## src/trig_seq_pkg.sv

```systemverilog
// Package with constants, register map and types of the trigger sequencer
package trig_seq_pkg;

  // ****************************************
  // Bus and register map
  // ****************************************
  localparam int ADDR_W = 12;
  localparam logic [ADDR_W-1:0] CTRL_OFF    = 12'h000;
  localparam logic [ADDR_W-1:0] OUTER_OFF   = 12'h004;
  localparam logic [ADDR_W-1:0] INNER_OFF   = 12'h008;
  localparam logic [ADDR_W-1:0] COUNT_OFF   = 12'h00c;
  localparam logic [ADDR_W-1:0] TIMER_OFF   = 12'h010;
  localparam logic [ADDR_W-1:0] TDELAY_OFF  = 12'h014;
  localparam logic [ADDR_W-1:0] SDELAY_OFF  = 12'h018;
  localparam logic [ADDR_W-1:0] STATUS_OFF  = 12'h01c;
  localparam logic [ADDR_W-1:0] SWEEP_OFF   = 12'h020;

  // CTRL command bits (write one to act)
  localparam int CMD_INIT  = 0;
  localparam int CMD_ABORT = 1;
  localparam int CMD_BUSTRG = 2;
  localparam int CMD_CLEAR = 3;
  localparam int CMD_DEFAULT = 4;
  localparam int CMD_SWEEP = 5;

  // OUTER register fields
  localparam int OSRC_LSB   = 0;   // 3 bits
  localparam int ODIR_BIT   = 3;
  localparam int OENTER_BIT = 4;
  localparam int OLEAVE_BIT = 5;
  localparam int OIN_LSB    = 8;   // 2 bits
  localparam int OOUT_LSB   = 10;  // 2 bits
  // INNER register fields
  localparam int ISRC_BIT   = 0;
  localparam int IDIR_BIT   = 1;
  localparam int IDET_LSB   = 4;   // source, delay, measure
  localparam int IOUT_LSB   = 8;   // source, delay, measure
  localparam int IIN_LSB    = 12;
  localparam int IOUTL_LSB  = 14;
  // COUNT register: inner low 16, outer high 16; outer zero is infinite
  localparam int CNT_W      = 16;
  localparam int BUF_CAP    = 2500;

  // STATUS bits
  localparam int ST_BUSY    = 0;
  localparam int ST_REJECT  = 1;
  localparam int ST_PENDOUT = 2;
  localparam int ST_PENDIN  = 3;
  localparam int ST_STATE_LSB = 8;

  // ****************************************
  // Timing
  // ****************************************
  localparam int CLK_HZ       = 10_000_000;
  localparam int SETTLE_US    = 1000;   // 0.001 sec
  localparam int SETTLE_CYC   = SETTLE_US * (CLK_HZ / 1_000_000);
  localparam int PULSE_CYC    = 10;
  localparam int LINE_W       = 2;
  localparam logic [LINE_W-1:0] IN_LINE_DEF  = 2'h0;  // line #1
  localparam logic [LINE_W-1:0] OUT_LINE_DEF = 2'h1;  // line #2

  // Outer event sources
  typedef enum logic [2:0] {
    SRC_IMM  = 3'h0,
    SRC_LINK = 3'h1,
    SRC_TIMER = 3'h2,
    SRC_MANUAL = 3'h3,
    SRC_BUS  = 3'h4,
    SRC_FSOT = 3'h5,
    SRC_RSOT = 3'h6,
    SRC_ESOT = 3'h7
  } outer_src_t;

  typedef enum logic [7:0] {
    ST_IDLE    = 8'h01,
    ST_OUTER   = 8'h02,
    ST_SRC_DET = 8'h04,
    ST_TDELAY  = 8'h08,
    ST_SOURCE  = 8'h10,
    ST_DLY_DET = 8'h20,
    ST_SETTLE  = 8'h40,
    ST_MEASURE = 8'h80
  } seq_state_t;

endpackage

```

## src/trigger_sequencer_loop_control.sv

```systemverilog
// Two-layer trigger sequencer with APB registers and four-line trigger link
//
// Our own choices: the register offsets and register access over APB.
`timescale 1ns/1ps
`default_nettype none

module trigger_sequencer_loop_control
  import trig_seq_pkg::*;
#(
  parameter int PULSE_LEN  = PULSE_CYC,
  parameter int SETTLE_DEF = SETTLE_CYC
)(
  input  wire logic                      mclk,
  input  wire logic                      sys_rst,
  input  wire logic                      psel,
  input  wire logic                      penable,
  input  wire logic                      pwrite,
  input  wire logic [trig_seq_pkg::ADDR_W-1:0] paddr,
  input  wire logic [31:0]               pwdata,
  output logic      [31:0]               prdata,
  output logic                           pready,
  output logic                           pslverr,
  input  wire logic [3:0]                linkIn,
  output logic      [3:0]                linkOut,
  output logic      [3:0]                linkOutEn,
  input  wire logic                      manualKey,
  input  wire logic                      startOfTest,
  input  wire logic                      measureDone,
  output logic                           sourceStrobe,
  output logic                           measureStrobe,
  output logic                           busy
);
  import trig_seq_pkg::*;

  // ****************************************
  // Registers
  // ****************************************
  logic [2:0]        outerSrc_reg;
  logic              outerDir_reg, enterEv_reg, leaveEv_reg;
  logic [LINE_W-1:0] outerInLine_reg, outerOutLine_reg, innerInLine_reg, innerOutLine_reg;
  logic              innerSrc_reg, innerDir_reg;
  logic [2:0]        innerDet_reg, innerOut_reg;
  logic [CNT_W-1:0]  outerCnt_reg, innerCnt_reg, savedOuter_reg, savedInner_reg;
  logic [CNT_W-1:0]  sweepOuter_reg, sweepInner_reg;
  logic              sweepActive_reg, reject_reg;
  logic [31:0]       timerIvl_reg, tDelay_reg, sDelay_reg;
  seq_state_t        state_reg, state_next;

  // Synchronisers and pending events
  logic [3:0] linkMeta_reg, linkSync_reg, linkPrev_reg, linkPend_reg;
  logic [1:0] sotMeta_reg, sotSync_reg;
  logic       sotPrev_reg, busPend_reg, timerDue_reg, firstPass_reg;
  logic [31:0] timerCnt_reg, waitCnt_reg;
  logic [CNT_W-1:0] outerDone_reg, innerDone_reg;
  logic [3:0]  pulseReq;
  logic [15:0] pulseCnt_reg [4];

  wire wr = psel && penable && pwrite;
  wire initCmd  = wr && paddr == CTRL_OFF && pwdata[CMD_INIT];
  wire abortCmd = wr && paddr == CTRL_OFF && pwdata[CMD_ABORT];
  wire busCmd   = wr && paddr == CTRL_OFF && pwdata[CMD_BUSTRG];
  wire clearCmd = wr && paddr == CTRL_OFF && pwdata[CMD_CLEAR];
  wire dfltCmd  = wr && paddr == CTRL_OFF && pwdata[CMD_DEFAULT];
  wire sweepCmd = wr && paddr == CTRL_OFF && pwdata[CMD_SWEEP];
  wire idle     = state_reg == ST_IDLE;

  // Finite product of counts must fit the reading buffer
  function automatic logic countsOk(input logic [CNT_W-1:0] o, input logic [CNT_W-1:0] i);
    logic [2*CNT_W-1:0] prod;
    prod = o * i;
    if (i == '0)
      countsOk = 1'b0;
    else if (o == '0)
      countsOk = i <= CNT_W'(BUF_CAP);
    else
      countsOk = prod <= (2*CNT_W)'(BUF_CAP);
  endfunction

  // ****************************************
  // APB slave, configuration
  // ****************************************
  assign pready  = 1'b1;
  assign pslverr = 1'b0;

  always_ff @(posedge mclk)
  begin
    if (sys_rst || dfltCmd)
    begin
      outerSrc_reg     <= SRC_IMM;
      innerSrc_reg     <= 1'b0;
      outerDir_reg     <= 1'b0;
      innerDir_reg     <= 1'b0;
      enterEv_reg      <= 1'b0;
      leaveEv_reg      <= 1'b0;
      innerOut_reg     <= 3'h0;
      innerDet_reg     <= 3'h1;
      outerInLine_reg  <= IN_LINE_DEF;
      innerInLine_reg  <= IN_LINE_DEF;
      outerOutLine_reg <= OUT_LINE_DEF;
      innerOutLine_reg <= OUT_LINE_DEF;
      timerIvl_reg     <= 32'h1;
      tDelay_reg       <= 32'h0;
      sDelay_reg       <= 32'(SETTLE_DEF);
      sweepOuter_reg   <= CNT_W'(1);
      sweepInner_reg   <= CNT_W'(1);
    end
    else if (wr && idle)
    begin
      case (paddr)
        OUTER_OFF:
        begin
          outerSrc_reg     <= pwdata[OSRC_LSB+:3];
          outerDir_reg     <= pwdata[ODIR_BIT];
          enterEv_reg      <= pwdata[OENTER_BIT];
          leaveEv_reg      <= pwdata[OLEAVE_BIT];
          outerInLine_reg  <= pwdata[OIN_LSB+:LINE_W];
          outerOutLine_reg <= pwdata[OOUT_LSB+:LINE_W];
        end
        INNER_OFF:
        begin
          innerSrc_reg     <= pwdata[ISRC_BIT];
          innerDir_reg     <= pwdata[IDIR_BIT];
          innerDet_reg     <= pwdata[IDET_LSB+:3];
          innerOut_reg     <= pwdata[IOUT_LSB+:3];
          innerInLine_reg  <= pwdata[IIN_LSB+:LINE_W];
          innerOutLine_reg <= pwdata[IOUTL_LSB+:LINE_W];
        end
        TIMER_OFF:  timerIvl_reg <= pwdata;
        TDELAY_OFF: tDelay_reg <= pwdata;
        SDELAY_OFF: sDelay_reg <= pwdata;
        SWEEP_OFF:
        begin
          sweepInner_reg <= pwdata[CNT_W-1:0];
          sweepOuter_reg <= pwdata[2*CNT_W-1:CNT_W];
        end
        default: ;
      endcase
    end
  end

  // Loop counts, with checking and sweep save/restore
  always_ff @(posedge mclk)
  begin
    if (sys_rst || dfltCmd)
    begin
      outerCnt_reg    <= CNT_W'(1);
      innerCnt_reg    <= CNT_W'(1);
      savedOuter_reg  <= CNT_W'(1);
      savedInner_reg  <= CNT_W'(1);
      sweepActive_reg <= 1'b0;
      reject_reg      <= 1'b0;
    end
    else if (wr && idle && paddr == COUNT_OFF)
    begin
      if (countsOk(pwdata[2*CNT_W-1:CNT_W], pwdata[CNT_W-1:0]))
      begin
        innerCnt_reg <= pwdata[CNT_W-1:0];
        outerCnt_reg <= pwdata[2*CNT_W-1:CNT_W];
        reject_reg   <= 1'b0;
      end
      else
        reject_reg <= 1'b1;
    end
    else if (sweepCmd && idle && countsOk(sweepOuter_reg, sweepInner_reg))
    begin
      savedOuter_reg  <= outerCnt_reg;
      savedInner_reg  <= innerCnt_reg;
      outerCnt_reg    <= sweepOuter_reg;
      innerCnt_reg    <= sweepInner_reg;
      sweepActive_reg <= 1'b1;
    end
    else if (sweepActive_reg && !idle && state_next == ST_IDLE)
    begin
      outerCnt_reg    <= savedOuter_reg;
      innerCnt_reg    <= savedInner_reg;
      sweepActive_reg <= 1'b0;
    end
  end

  always_ff @(posedge mclk)
  begin
    if (sys_rst)
      prdata <= 32'h0;
    else if (psel && !penable && !pwrite)
    begin
      case (paddr)
        OUTER_OFF:  prdata <= {20'h0, outerOutLine_reg, outerInLine_reg, 2'h0, leaveEv_reg, enterEv_reg,
                               outerDir_reg, outerSrc_reg};
        INNER_OFF:  prdata <= {16'h0, innerOutLine_reg, innerInLine_reg, 1'b0, innerOut_reg, 1'b0,
                               innerDet_reg, 2'h0, innerDir_reg, innerSrc_reg};
        COUNT_OFF:  prdata <= {outerCnt_reg, innerCnt_reg};
        TIMER_OFF:  prdata <= timerIvl_reg;
        TDELAY_OFF: prdata <= tDelay_reg;
        SDELAY_OFF: prdata <= sDelay_reg;
        SWEEP_OFF:  prdata <= {sweepOuter_reg, sweepInner_reg};
        STATUS_OFF: prdata <= {16'h0, state_reg, 4'h0, |linkPend_reg, |pulseReq, reject_reg, !idle};
        default:    prdata <= 32'h0;
      endcase
    end
  end

  // ****************************************
  // Input synchronisers and event latches
  // ****************************************
  always_ff @(posedge mclk)
  begin
    if (sys_rst)
    begin
      linkMeta_reg <= 4'hf;
      linkSync_reg <= 4'hf;
      linkPrev_reg <= 4'hf;
      sotMeta_reg  <= 2'h0;
      sotSync_reg  <= 2'h0;
      sotPrev_reg  <= 1'b0;
    end
    else
    begin
      linkMeta_reg <= linkIn;
      linkSync_reg <= linkMeta_reg;
      linkPrev_reg <= linkSync_reg;
      sotMeta_reg  <= {manualKey, startOfTest};
      sotSync_reg  <= sotMeta_reg;
      sotPrev_reg  <= sotSync_reg[0];
    end
  end

  wire [3:0] linkFall = linkPrev_reg & ~linkSync_reg;
  wire sotFall = sotPrev_reg && !sotSync_reg[0];
  wire sotRise = !sotPrev_reg && sotSync_reg[0];
  logic [3:0] linkUse;
  logic outerPass, innerPass, outerTake;

  always_ff @(posedge mclk)
  begin
    if (sys_rst || clearCmd)
      linkPend_reg <= 4'h0;
    else
      linkPend_reg <= (linkPend_reg & ~linkUse) | linkFall;
  end

  always_ff @(posedge mclk)
  begin
    if (sys_rst || clearCmd || abortCmd)
      busPend_reg <= 1'b0;
    else if (busCmd && outerSrc_reg == SRC_BUS && !idle)
      busPend_reg <= 1'b1;
    else if (outerTake)
      busPend_reg <= 1'b0;
  end

  // Outer timer: free-running while active, first pass immediate
  always_ff @(posedge mclk)
  begin
    if (sys_rst || idle)
    begin
      timerCnt_reg  <= 32'h0;
      timerDue_reg  <= 1'b0;
      firstPass_reg <= 1'b1;
    end
    else
    begin
      // Consumption first so a new elapse in the same cycle is kept
      if (outerTake)
      begin
        firstPass_reg <= 1'b0;
        timerDue_reg  <= 1'b0;
      end
      if (timerCnt_reg + 32'h1 >= timerIvl_reg)
      begin
        timerCnt_reg <= 32'h0;
        timerDue_reg <= 1'b1;
      end
      else
        timerCnt_reg <= timerCnt_reg + 32'h1;
    end
  end

  // Outer detector, with bypass only for link and start-of-test sources
  always_comb
  begin
    case (outerSrc_reg)
      SRC_IMM:    outerPass = 1'b1;
      SRC_LINK:   outerPass = linkPend_reg[outerInLine_reg];
      SRC_TIMER:  outerPass = firstPass_reg || timerDue_reg;
      SRC_MANUAL: outerPass = sotSync_reg[1];
      SRC_BUS:    outerPass = busPend_reg;
      SRC_FSOT:   outerPass = sotFall;
      SRC_RSOT:   outerPass = sotRise;
      default:    outerPass = sotFall || sotRise;
    endcase
    if (outerDir_reg && firstPass_reg && (outerSrc_reg == SRC_LINK || outerSrc_reg >= SRC_FSOT))
      outerPass = 1'b1;
    innerPass = !innerSrc_reg || linkPend_reg[innerInLine_reg];
  end

  // ****************************************
  // Sequencer
  // ****************************************
  wire innerLast = innerDone_reg + CNT_W'(1) >= innerCnt_reg;
  wire outerLast = outerCnt_reg != '0 && outerDone_reg + CNT_W'(1) >= outerCnt_reg;
  wire waitDone  = waitCnt_reg == 32'h0;
  wire srcBypass = innerDir_reg && innerDone_reg == '0;

  always_comb
  begin
    state_next = state_reg;
    outerTake  = 1'b0;
    linkUse    = 4'h0;
    pulseReq   = 4'h0;
    case (state_reg)
      ST_IDLE:
        if (initCmd)
          state_next = ST_OUTER;
      ST_OUTER:
        if (outerPass)
        begin
          outerTake  = 1'b1;
          state_next = ST_SRC_DET;
          if (outerSrc_reg == SRC_LINK)
            linkUse[outerInLine_reg] = 1'b1;
          if (enterEv_reg)
            pulseReq[outerOutLine_reg] = 1'b1;
        end
      ST_SRC_DET:
        if (!innerDet_reg[0] || srcBypass || innerPass)
        begin
          state_next = ST_TDELAY;
          if (innerSrc_reg && innerDet_reg[0] && !srcBypass)
            linkUse[innerInLine_reg] = 1'b1;
        end
      ST_TDELAY:
        if (waitDone)
          state_next = ST_SOURCE;
      ST_SOURCE:
      begin
        state_next = ST_DLY_DET;
        if (innerOut_reg[0])
          pulseReq[innerOutLine_reg] = 1'b1;
      end
      ST_DLY_DET:
        if (!innerDet_reg[1] || innerPass)
        begin
          state_next = ST_SETTLE;
          if (innerSrc_reg && innerDet_reg[1])
            linkUse[innerInLine_reg] = 1'b1;
        end
      ST_SETTLE:
        if (waitDone && (!innerDet_reg[2] || innerPass))
        begin
          state_next = ST_MEASURE;
          if (innerOut_reg[1])
            pulseReq[innerOutLine_reg] = 1'b1;
          if (innerSrc_reg && innerDet_reg[2])
            linkUse[innerInLine_reg] = 1'b1;
        end
      ST_MEASURE:
        if (measureDone)
        begin
          if (innerOut_reg[2])
            pulseReq[innerOutLine_reg] = 1'b1;
          if (!innerLast)
            state_next = ST_SRC_DET;
          else
          begin
            if (leaveEv_reg)
              pulseReq[outerOutLine_reg] = 1'b1;
            state_next = outerLast ? ST_IDLE : ST_OUTER;
          end
        end
      default: state_next = ST_IDLE;
    endcase
    if (abortCmd)
      state_next = ST_IDLE;
  end

  always_ff @(posedge mclk)
  begin
    if (sys_rst)
      state_reg <= ST_IDLE;
    else
      state_reg <= state_next;
  end

  // Loop counters and delay timers
  always_ff @(posedge mclk)
  begin
    if (sys_rst || state_next == ST_IDLE)
    begin
      innerDone_reg <= '0;
      outerDone_reg <= '0;
      waitCnt_reg   <= 32'h0;
    end
    else
    begin
      if (state_reg == ST_MEASURE && measureDone)
      begin
        innerDone_reg <= innerLast ? '0 : innerDone_reg + CNT_W'(1);
        if (innerLast)
          outerDone_reg <= outerDone_reg + CNT_W'(1);
      end
      if (state_next == ST_TDELAY && state_reg != ST_TDELAY)
        waitCnt_reg <= tDelay_reg;
      else if (state_next == ST_SETTLE && state_reg != ST_SETTLE)
        waitCnt_reg <= sDelay_reg;
      else if (!waitDone)
        waitCnt_reg <= waitCnt_reg - 32'h1;
    end
  end

  // ****************************************
  // Output trigger pulses, active low
  // ****************************************
  for (genvar g = 0; g < 4; g++)
  begin : gPulse
    always_ff @(posedge mclk)
    begin
      if (sys_rst)
        pulseCnt_reg[g] <= 16'h0;
      else if (pulseReq[g])
        pulseCnt_reg[g] <= 16'(PULSE_LEN);
      else if (pulseCnt_reg[g] != 16'h0)
        pulseCnt_reg[g] <= pulseCnt_reg[g] - 16'h1;
    end
    always_ff @(posedge mclk)
    begin
      if (sys_rst)
      begin
        linkOut[g]   <= 1'b0;
        linkOutEn[g] <= 1'b1;
      end
      else
      begin
        linkOut[g]   <= 1'b0;
        linkOutEn[g] <= !(pulseReq[g] || pulseCnt_reg[g] > 16'h1);
      end
    end
  end

  always_ff @(posedge mclk)
  begin
    if (sys_rst)
    begin
      sourceStrobe  <= 1'b0;
      measureStrobe <= 1'b0;
      busy          <= 1'b0;
    end
    else
    begin
      sourceStrobe  <= state_next == ST_SOURCE;
      measureStrobe <= state_next == ST_MEASURE && state_reg != ST_MEASURE;
      busy          <= state_next != ST_IDLE;
    end
  end

endmodule
`default_nettype wire
```

## config.mk

```make
export PLATFORM = sky130hd
export DESIGN_NAME = trigger_sequencer_loop_control
export DESIGN_NICKNAME = d
export VERILOG_FILES = /design/src/trig_seq_pkg.sv /design/src/trigger_sequencer_loop_control.sv
export SDC_FILE = /design/constraint.sdc
export NUM_CORES = 2
export LEC_CHECK = 0
export BUFFER_PORTS_ARGS = -buffer_cell sky130_fd_sc_hd__buf_4
export CAP_MARGIN = 20
export CORE_MARGIN = 2
export CORE_UTILIZATION = 45
export DETAILED_ROUTE_END_ITERATION = 6
export PLACE_DENSITY = 0.64
export REMOVE_ABC_BUFFERS = 1
export SETUP_SLACK_MARGIN = 0.15
export SYNTH_ARGS = -nofsm -noshare
export SYNTH_HDL_FRONTEND = slang
export SYNTH_SLANG_ARGS = --single-unit
```

## constraint.sdc

```tcl
create_clock -name mclk -period 9.3 [get_ports mclk]
set_input_delay 1.395 -clock mclk [delete_from_list [all_inputs] [get_ports mclk]]
set_output_delay 1.395 -clock mclk [all_outputs]
set_load 0.1 [all_outputs]
```

Yosys cells after proc, flatten, opt, wreduce, memory -nomap -nowiden. Memory sizes are Yosys's and may differ from the RTL's. Cells that the tools add are included.

Memories: 1. Input bits: 56. Bits in registers: 383. Output and inout bits: 45. Bits in writable memories: 64. Logic and storage cells: 337.

Memory list: pulseCnt_reg (depth 4, width 16, read ports 4, clocked after Yosys merged registers in 0, wr ports 4, RTL line trigger_sequencer_loop_control.sv:56) `logic [15:0] pulseCnt_reg [4];`.

$add $sub $neg: 8. Muxes and demuxes: 113. Order comparisons: 20. Equal/unequal tests: 33. $mul: 2. Reductions and logical operators: 99. Bitwise operators: 15.

Operators by type and width (count): $mux 16 (17); $pmux 32 s8 (1); $mux 32 (3); $logic_not 16->1 (5); $reduce_bool 16->1 (5); $mux 4 (19); $gt 16x1->1 const B (4); $le 32x12->1 const B (2); $mul 16x16->32 (2); $mux 8 (8); $pmux 8 s8 (1); $sub 16x1->16 const B (4); $mux 1 (53); $eq 12x5->1 const B (4); $logic_and 1x1->1 (38); $add 16x1->16 const B (2); $add 32x1->32 const B (1); $ge 16x16->1 (2); $ge 32x32->1 (1); $le 16x12->1 const B (2); $logic_not 32->1 (1); $pmux 4 s4 (2); $sub 32x1->32 const B (1); $eq 12x4->1 const B (2); 41 further kinds (110).

Depth between registers and ports, before layout.
Depth in word-level cells: 17. Depth in mapped cells: 30. Depth with buffers taken out: 25.

Worst setup path after synthesis. No wires, ideal clock.

Path type: input -> register. Start: input pwdata[5]. End: register innerCnt_reg[12]. Required time: 9.231 ns. Data arrival time: 8.112 ns. Path buffers: 5. Stages: 29. Slack: 1.119 ns. Library setup time: 0.069 ns. Cell sequence: clkbuf_1 -> clkbuf_1 -> nand2_1 -> fa_1 -> inv_1 -> fa_1 -> inv_1 -> fa_1 -> inv_1 -> fa_1 -> fa_1 -> inv_1 -> fa_1 -> inv_1 -> ha_1 -> clkbuf_1 -> nand2_1 -> o21ai_0 -> a21boi_0 -> and2_1 -> a221oi_1 -> nand4_1 -> nor4_1 -> a41oi_1 -> and3b_1 -> buf_2 -> nand2b_4 -> buf_6 -> o21ai_1.

Word-level cells in the longest chain between the ends: 8. Elaborated cells between the ends (all ways): 16. Classes of those cells: mul (1); order compare (2); eq/ne (1); mux (6); reduce/logical (6).

RTL lines: start: declaration (RTL line trigger_sequencer_loop_control.sv:19) `input wire logic [31:0] pwdata,`; $mul 16x16->32 (RTL line trigger_sequencer_loop_control.sv:70) `prod = o * i;`; $le 32x12->1 (RTL line trigger_sequencer_loop_control.sv:76) `countsOk = prod <= (2*CNT_W)'(BUF_CAP);`; $mux 1 (RTL line trigger_sequencer_loop_control.sv:73) `else if (o == '0)`; $mux 1 (RTL line trigger_sequencer_loop_control.sv:71) `if (i == '0)`; $mux 1 (RTL line trigger_sequencer_loop_control.sv:153) `else if (wr && idle && paddr == COUNT_OFF)`; $mux 1 (RTL line trigger_sequencer_loop_control.sv:144) `if (sys_rst || dfltCmd)`; $ne 2x1->1 (no source line); $reduce_and 2->1 (no source line); end signal: assignment (RTL line trigger_sequencer_loop_control.sv:157) `innerCnt_reg <= pwdata[CNT_W-1:0];`; end signal: assignment (RTL line trigger_sequencer_loop_control.sv:169) `innerCnt_reg <= sweepInner_reg;`; end signal: assignment (RTL line trigger_sequencer_loop_control.sv:175) `innerCnt_reg <= savedInner_reg;`; end: declaration (RTL line trigger_sequencer_loop_control.sv:43) `logic [CNT_W-1:0] outerCnt_reg, innerCnt_reg, savedOuter_reg, savedInner_reg;`.

Several ways; a longest one is shown, not always the timed one. The select of a mux whose other input is x is not followed. A chain may end at the register's enable or synchronous reset.

Worst setup path in the final report.
Start: input pwdata[6]. End: register innerCnt_reg[0].

Word-level cells in the longest chain between the ends: 8. Elaborated cells between the ends (all ways): 10. Classes of those cells: mul (1); order compare (2); eq/ne (1); mux (4); reduce/logical (2).

RTL lines (RTL line): $mul 16x16->32 (trigger_sequencer_loop_control.sv:70); $le 32x12->1 (trigger_sequencer_loop_control.sv:76); $mux 1 (trigger_sequencer_loop_control.sv:73); $mux 1 * (trigger_sequencer_loop_control.sv:71); $mux 1 * (trigger_sequencer_loop_control.sv:153); $mux 1 * (trigger_sequencer_loop_control.sv:144); $ne 2x1->1 (no source line) *; $reduce_and 2->1 (no source line) *.

Mark *: on every way between the ends. The rest lies on a longest branch, timed or not. The select of a mux whose other input is x is not followed.

==> impl_metrics.yaml <==
outcome:
  status: "completed"
yosys:
  yosys.area_share.xor_xnor_pct: 3.853
  yosys_warnings: 0
  yosys-top-cells-count: "754 x nand2_1, 570 x inv_1, 416 x nor2_1, 388 x fa_1, 383 x dfxtp_1"
  synth_fa_ha_area_share_pct: 27.79
  synth_area_leaders: "fa_1 19%, dfxtp_1 19%, ha_1 8.8%, nand2_1 6.9%, inv_1 5.2%"
  synth_async_sr_flop_share_pct: 0
  yosysTopAreaCell: "fa_1"
  syn-instance-count: 4981
  synth_most_common_cell: "nand2_1"
  synth_compound_area_share_pct: 12.04
  synth_top_family_by_area: "adder cells"
  synth_area_um2: 40920
  synth-simple-area-share_pct: 21.64
  synth-edff-count: 64
  synth_cell_types: 82
  ys_ff_latch: 447
  netlist.area_leader.share_pct: 18.98
  synth_mux_area_share_pct: 2.881
  synth_area_per_cell_um2: 8.214
  synthFlopType: "dfxtp_1"
  synth_seq_area_share_pct: 23.44
timing:
  setup-violations-final: 0
  slew_violations: 0
  worst_slew_pin_slew_ps: 1182
  maxSlewHeadroom_pct: 21.08
  max_freq_mhz: 119.2
  fin_setup_tns_ps: 0
  rsz0062_at_grt: "false"
  fin_skew_ps: 30.26
  finalCritPeriodShare_pct: 90.19
  hold_viol_final: 0
  finalCriticalPeriod_ps: 8388
worst_setup_path:
  crit_fanout: 34
  crit_path_max_incr_delay_ps: 550
  cp_num_buf_inv: 7
  critPathMostFrequentCell: "fa_1"
  required_ps: 9760
  cpLargestDelayFamily: "adder cells"
  cp-start-kind: "input port"
  cp.arrival_ps: 8840
  critPathKind: "in -> reg"
  r2r_setup_slack_ps: 1050
  critical_path.slowest_cell: "fa_1"
  worst_setup_path_end_kind: "flop"
pwr:
  vdd_drop_max_v: 0.0004549
  p_leak_nw: 19.54
  p_total_mw: 10.11
  power_density_nw_per_um2: 229.0
clock_network:
  cts-hold-fix-buffers: 0
  root_buffer: "clkbuf_16"
  post_cts_buffers: 0
  cts_buffers: 47
  clock-sinks: 447
  clkTransAtPathRegs_ps: 60
  clockBufferDepth: 3
  cts_tree: "yes"
  cts_resized: 0
  clkLatencyLatePin_ps: 600
  h-tree-depth: 2
drt:
  viasPerCell: 5.711
  drc: 0
  vias: 34870
  drtPass1Iterations: 6
  drtIter0Drc: 3085
  wl_per_cell_um: 20.36
  ant_nets: 0
  wl_mm: 124.3
die:
  die_h_um: 305.5
  rows: 110
  die_w_um: 305.5
  initial_utilization_pct: 45.46
  core_area_um2: 90010
  dieArea_um2: 93350
  io_pins: 101
global_routing:
  antenna_found_initial: 2
  grt_max_degree: 97
  grtUsageTotal_pct: 26.37
  grt_pass1_vias: 33700
  grt_overflow_total: 0
  grt_pass1_wl_mm: 195.0
min_path:
  hold_class: "reg -> reg"
run:
  timing.max_cap.violations: 0
placement:
  dp_hpwl_mm: 91.09
  place_congestion: 0.9321
  io_buffer_count: 94
  placed_cells: 6017
cells_and_area:
  drive_gt1_share_pct: 6.533
  syn_to_final_growth_pct: 7.899
  final_nets: 5624
  final_cells: 6106
  largest_register_ff_count: 64
-- final timing paths --
path,cells after the start,endpoint,startpoint
max,26,innerCnt_reg[0],pwdata[6]
min,1,linkSync_reg[3],linkMeta_reg[3]
max reg2reg,23,innerCnt_reg[0],sweepInner_reg[1]
min reg2reg,1,linkSync_reg[3],linkMeta_reg[3]
-- where the power goes --
part           internal, mW  switching, mW  total (mW)
Clock                  1.04          0.823        1.87
Sequential             2.15          0.116        2.26
Combinational          2.30           3.68        5.98
-- cell families after synthesis --
family | count (synthesis)
buf+inv | 895
mux | 115
fa+ha+maj | 676
compound gates | 775
flops | 447
other cells | 2
xor+xnor | 180
simple gates | 1891
-- routing by layer --
| metal | track usage, % | up-vias | share of wire [%] |
|---|---|---|---|
| met2 | 41.43 | 1333 | 45 |
| met1 | 37.63 | 17160 | 44 |
| met3 | 3.910 | 194 | 8.3 |
| met5 | 0 | - | 0 |
| met4 | 7.584 | 0 | 2.9 |
| li1 | - | 16190 | - |
-- cell type report --
cell class	count	area [um2]
Fill cell	8733	45860
Multi-Input combinational cell	3643	28030
Sequential cell	447	9589
Inverter	570	2140
Tap cell	1176	1471
Timing Repair Buffer	183	1426
Clock buffer	65	1304
Clock inverter	21	183.9
Antenna cell	1	2.502
-- worst register-to-register path: stages (launching register included) --
cell and delay [ps]:
dfxtp_1 1040, nand2_1 190, fa_1 550, fa_1 540
inv_1 60, fa_1 480, fa_1 480, fa_1 520
inv_1 50, fa_1 470, inv_1 40, ha_1 390
a21oi_1 320, o21a_1 240, o22ai_1 110, nor4_2 290
o2111ai_1 220, a2111oi_1 520, nand4_1 260, o41a_2 580
and3b_1 220, buf_4 250, a21oi_1 200, o21ai_1 90
-- metrics by stage --
step	hold WS [ps]	worst slack (ps)	cell area, um2	utilization [%]
after floorplan	389.5	392.9	39660	-
after CTS	409.1	1024	44090	48.98
final	407.1	912.3	44150	49.05
after global placement	393.2	588.9	42600	47.33
after global routing	417.9	438.1	44150	49.05
after detailed placement	395.1	435.2	42600	47.33
-- layout by cell type, fill, tap and decap left out, drive strengths merged, types with 23 or more instances in the layout --
master and n:
o21ai 129, a21o 35, xnor2 98, and3 44, nand2b 23, clkbuf 65
o211ai 38, edfxtp 64, nor2b 55, nand2 754, a21oi 298, or2 28
ha 288, nor2 416, fa 388, a221oi 33, and2 218, nand3 110
nor3 67, a211oi 66, nand4 36, inv 572, buf 183, xor2 82
dfxtp 383, mux2i 111, nor4 49
Power figures use the tool's default switching activity.
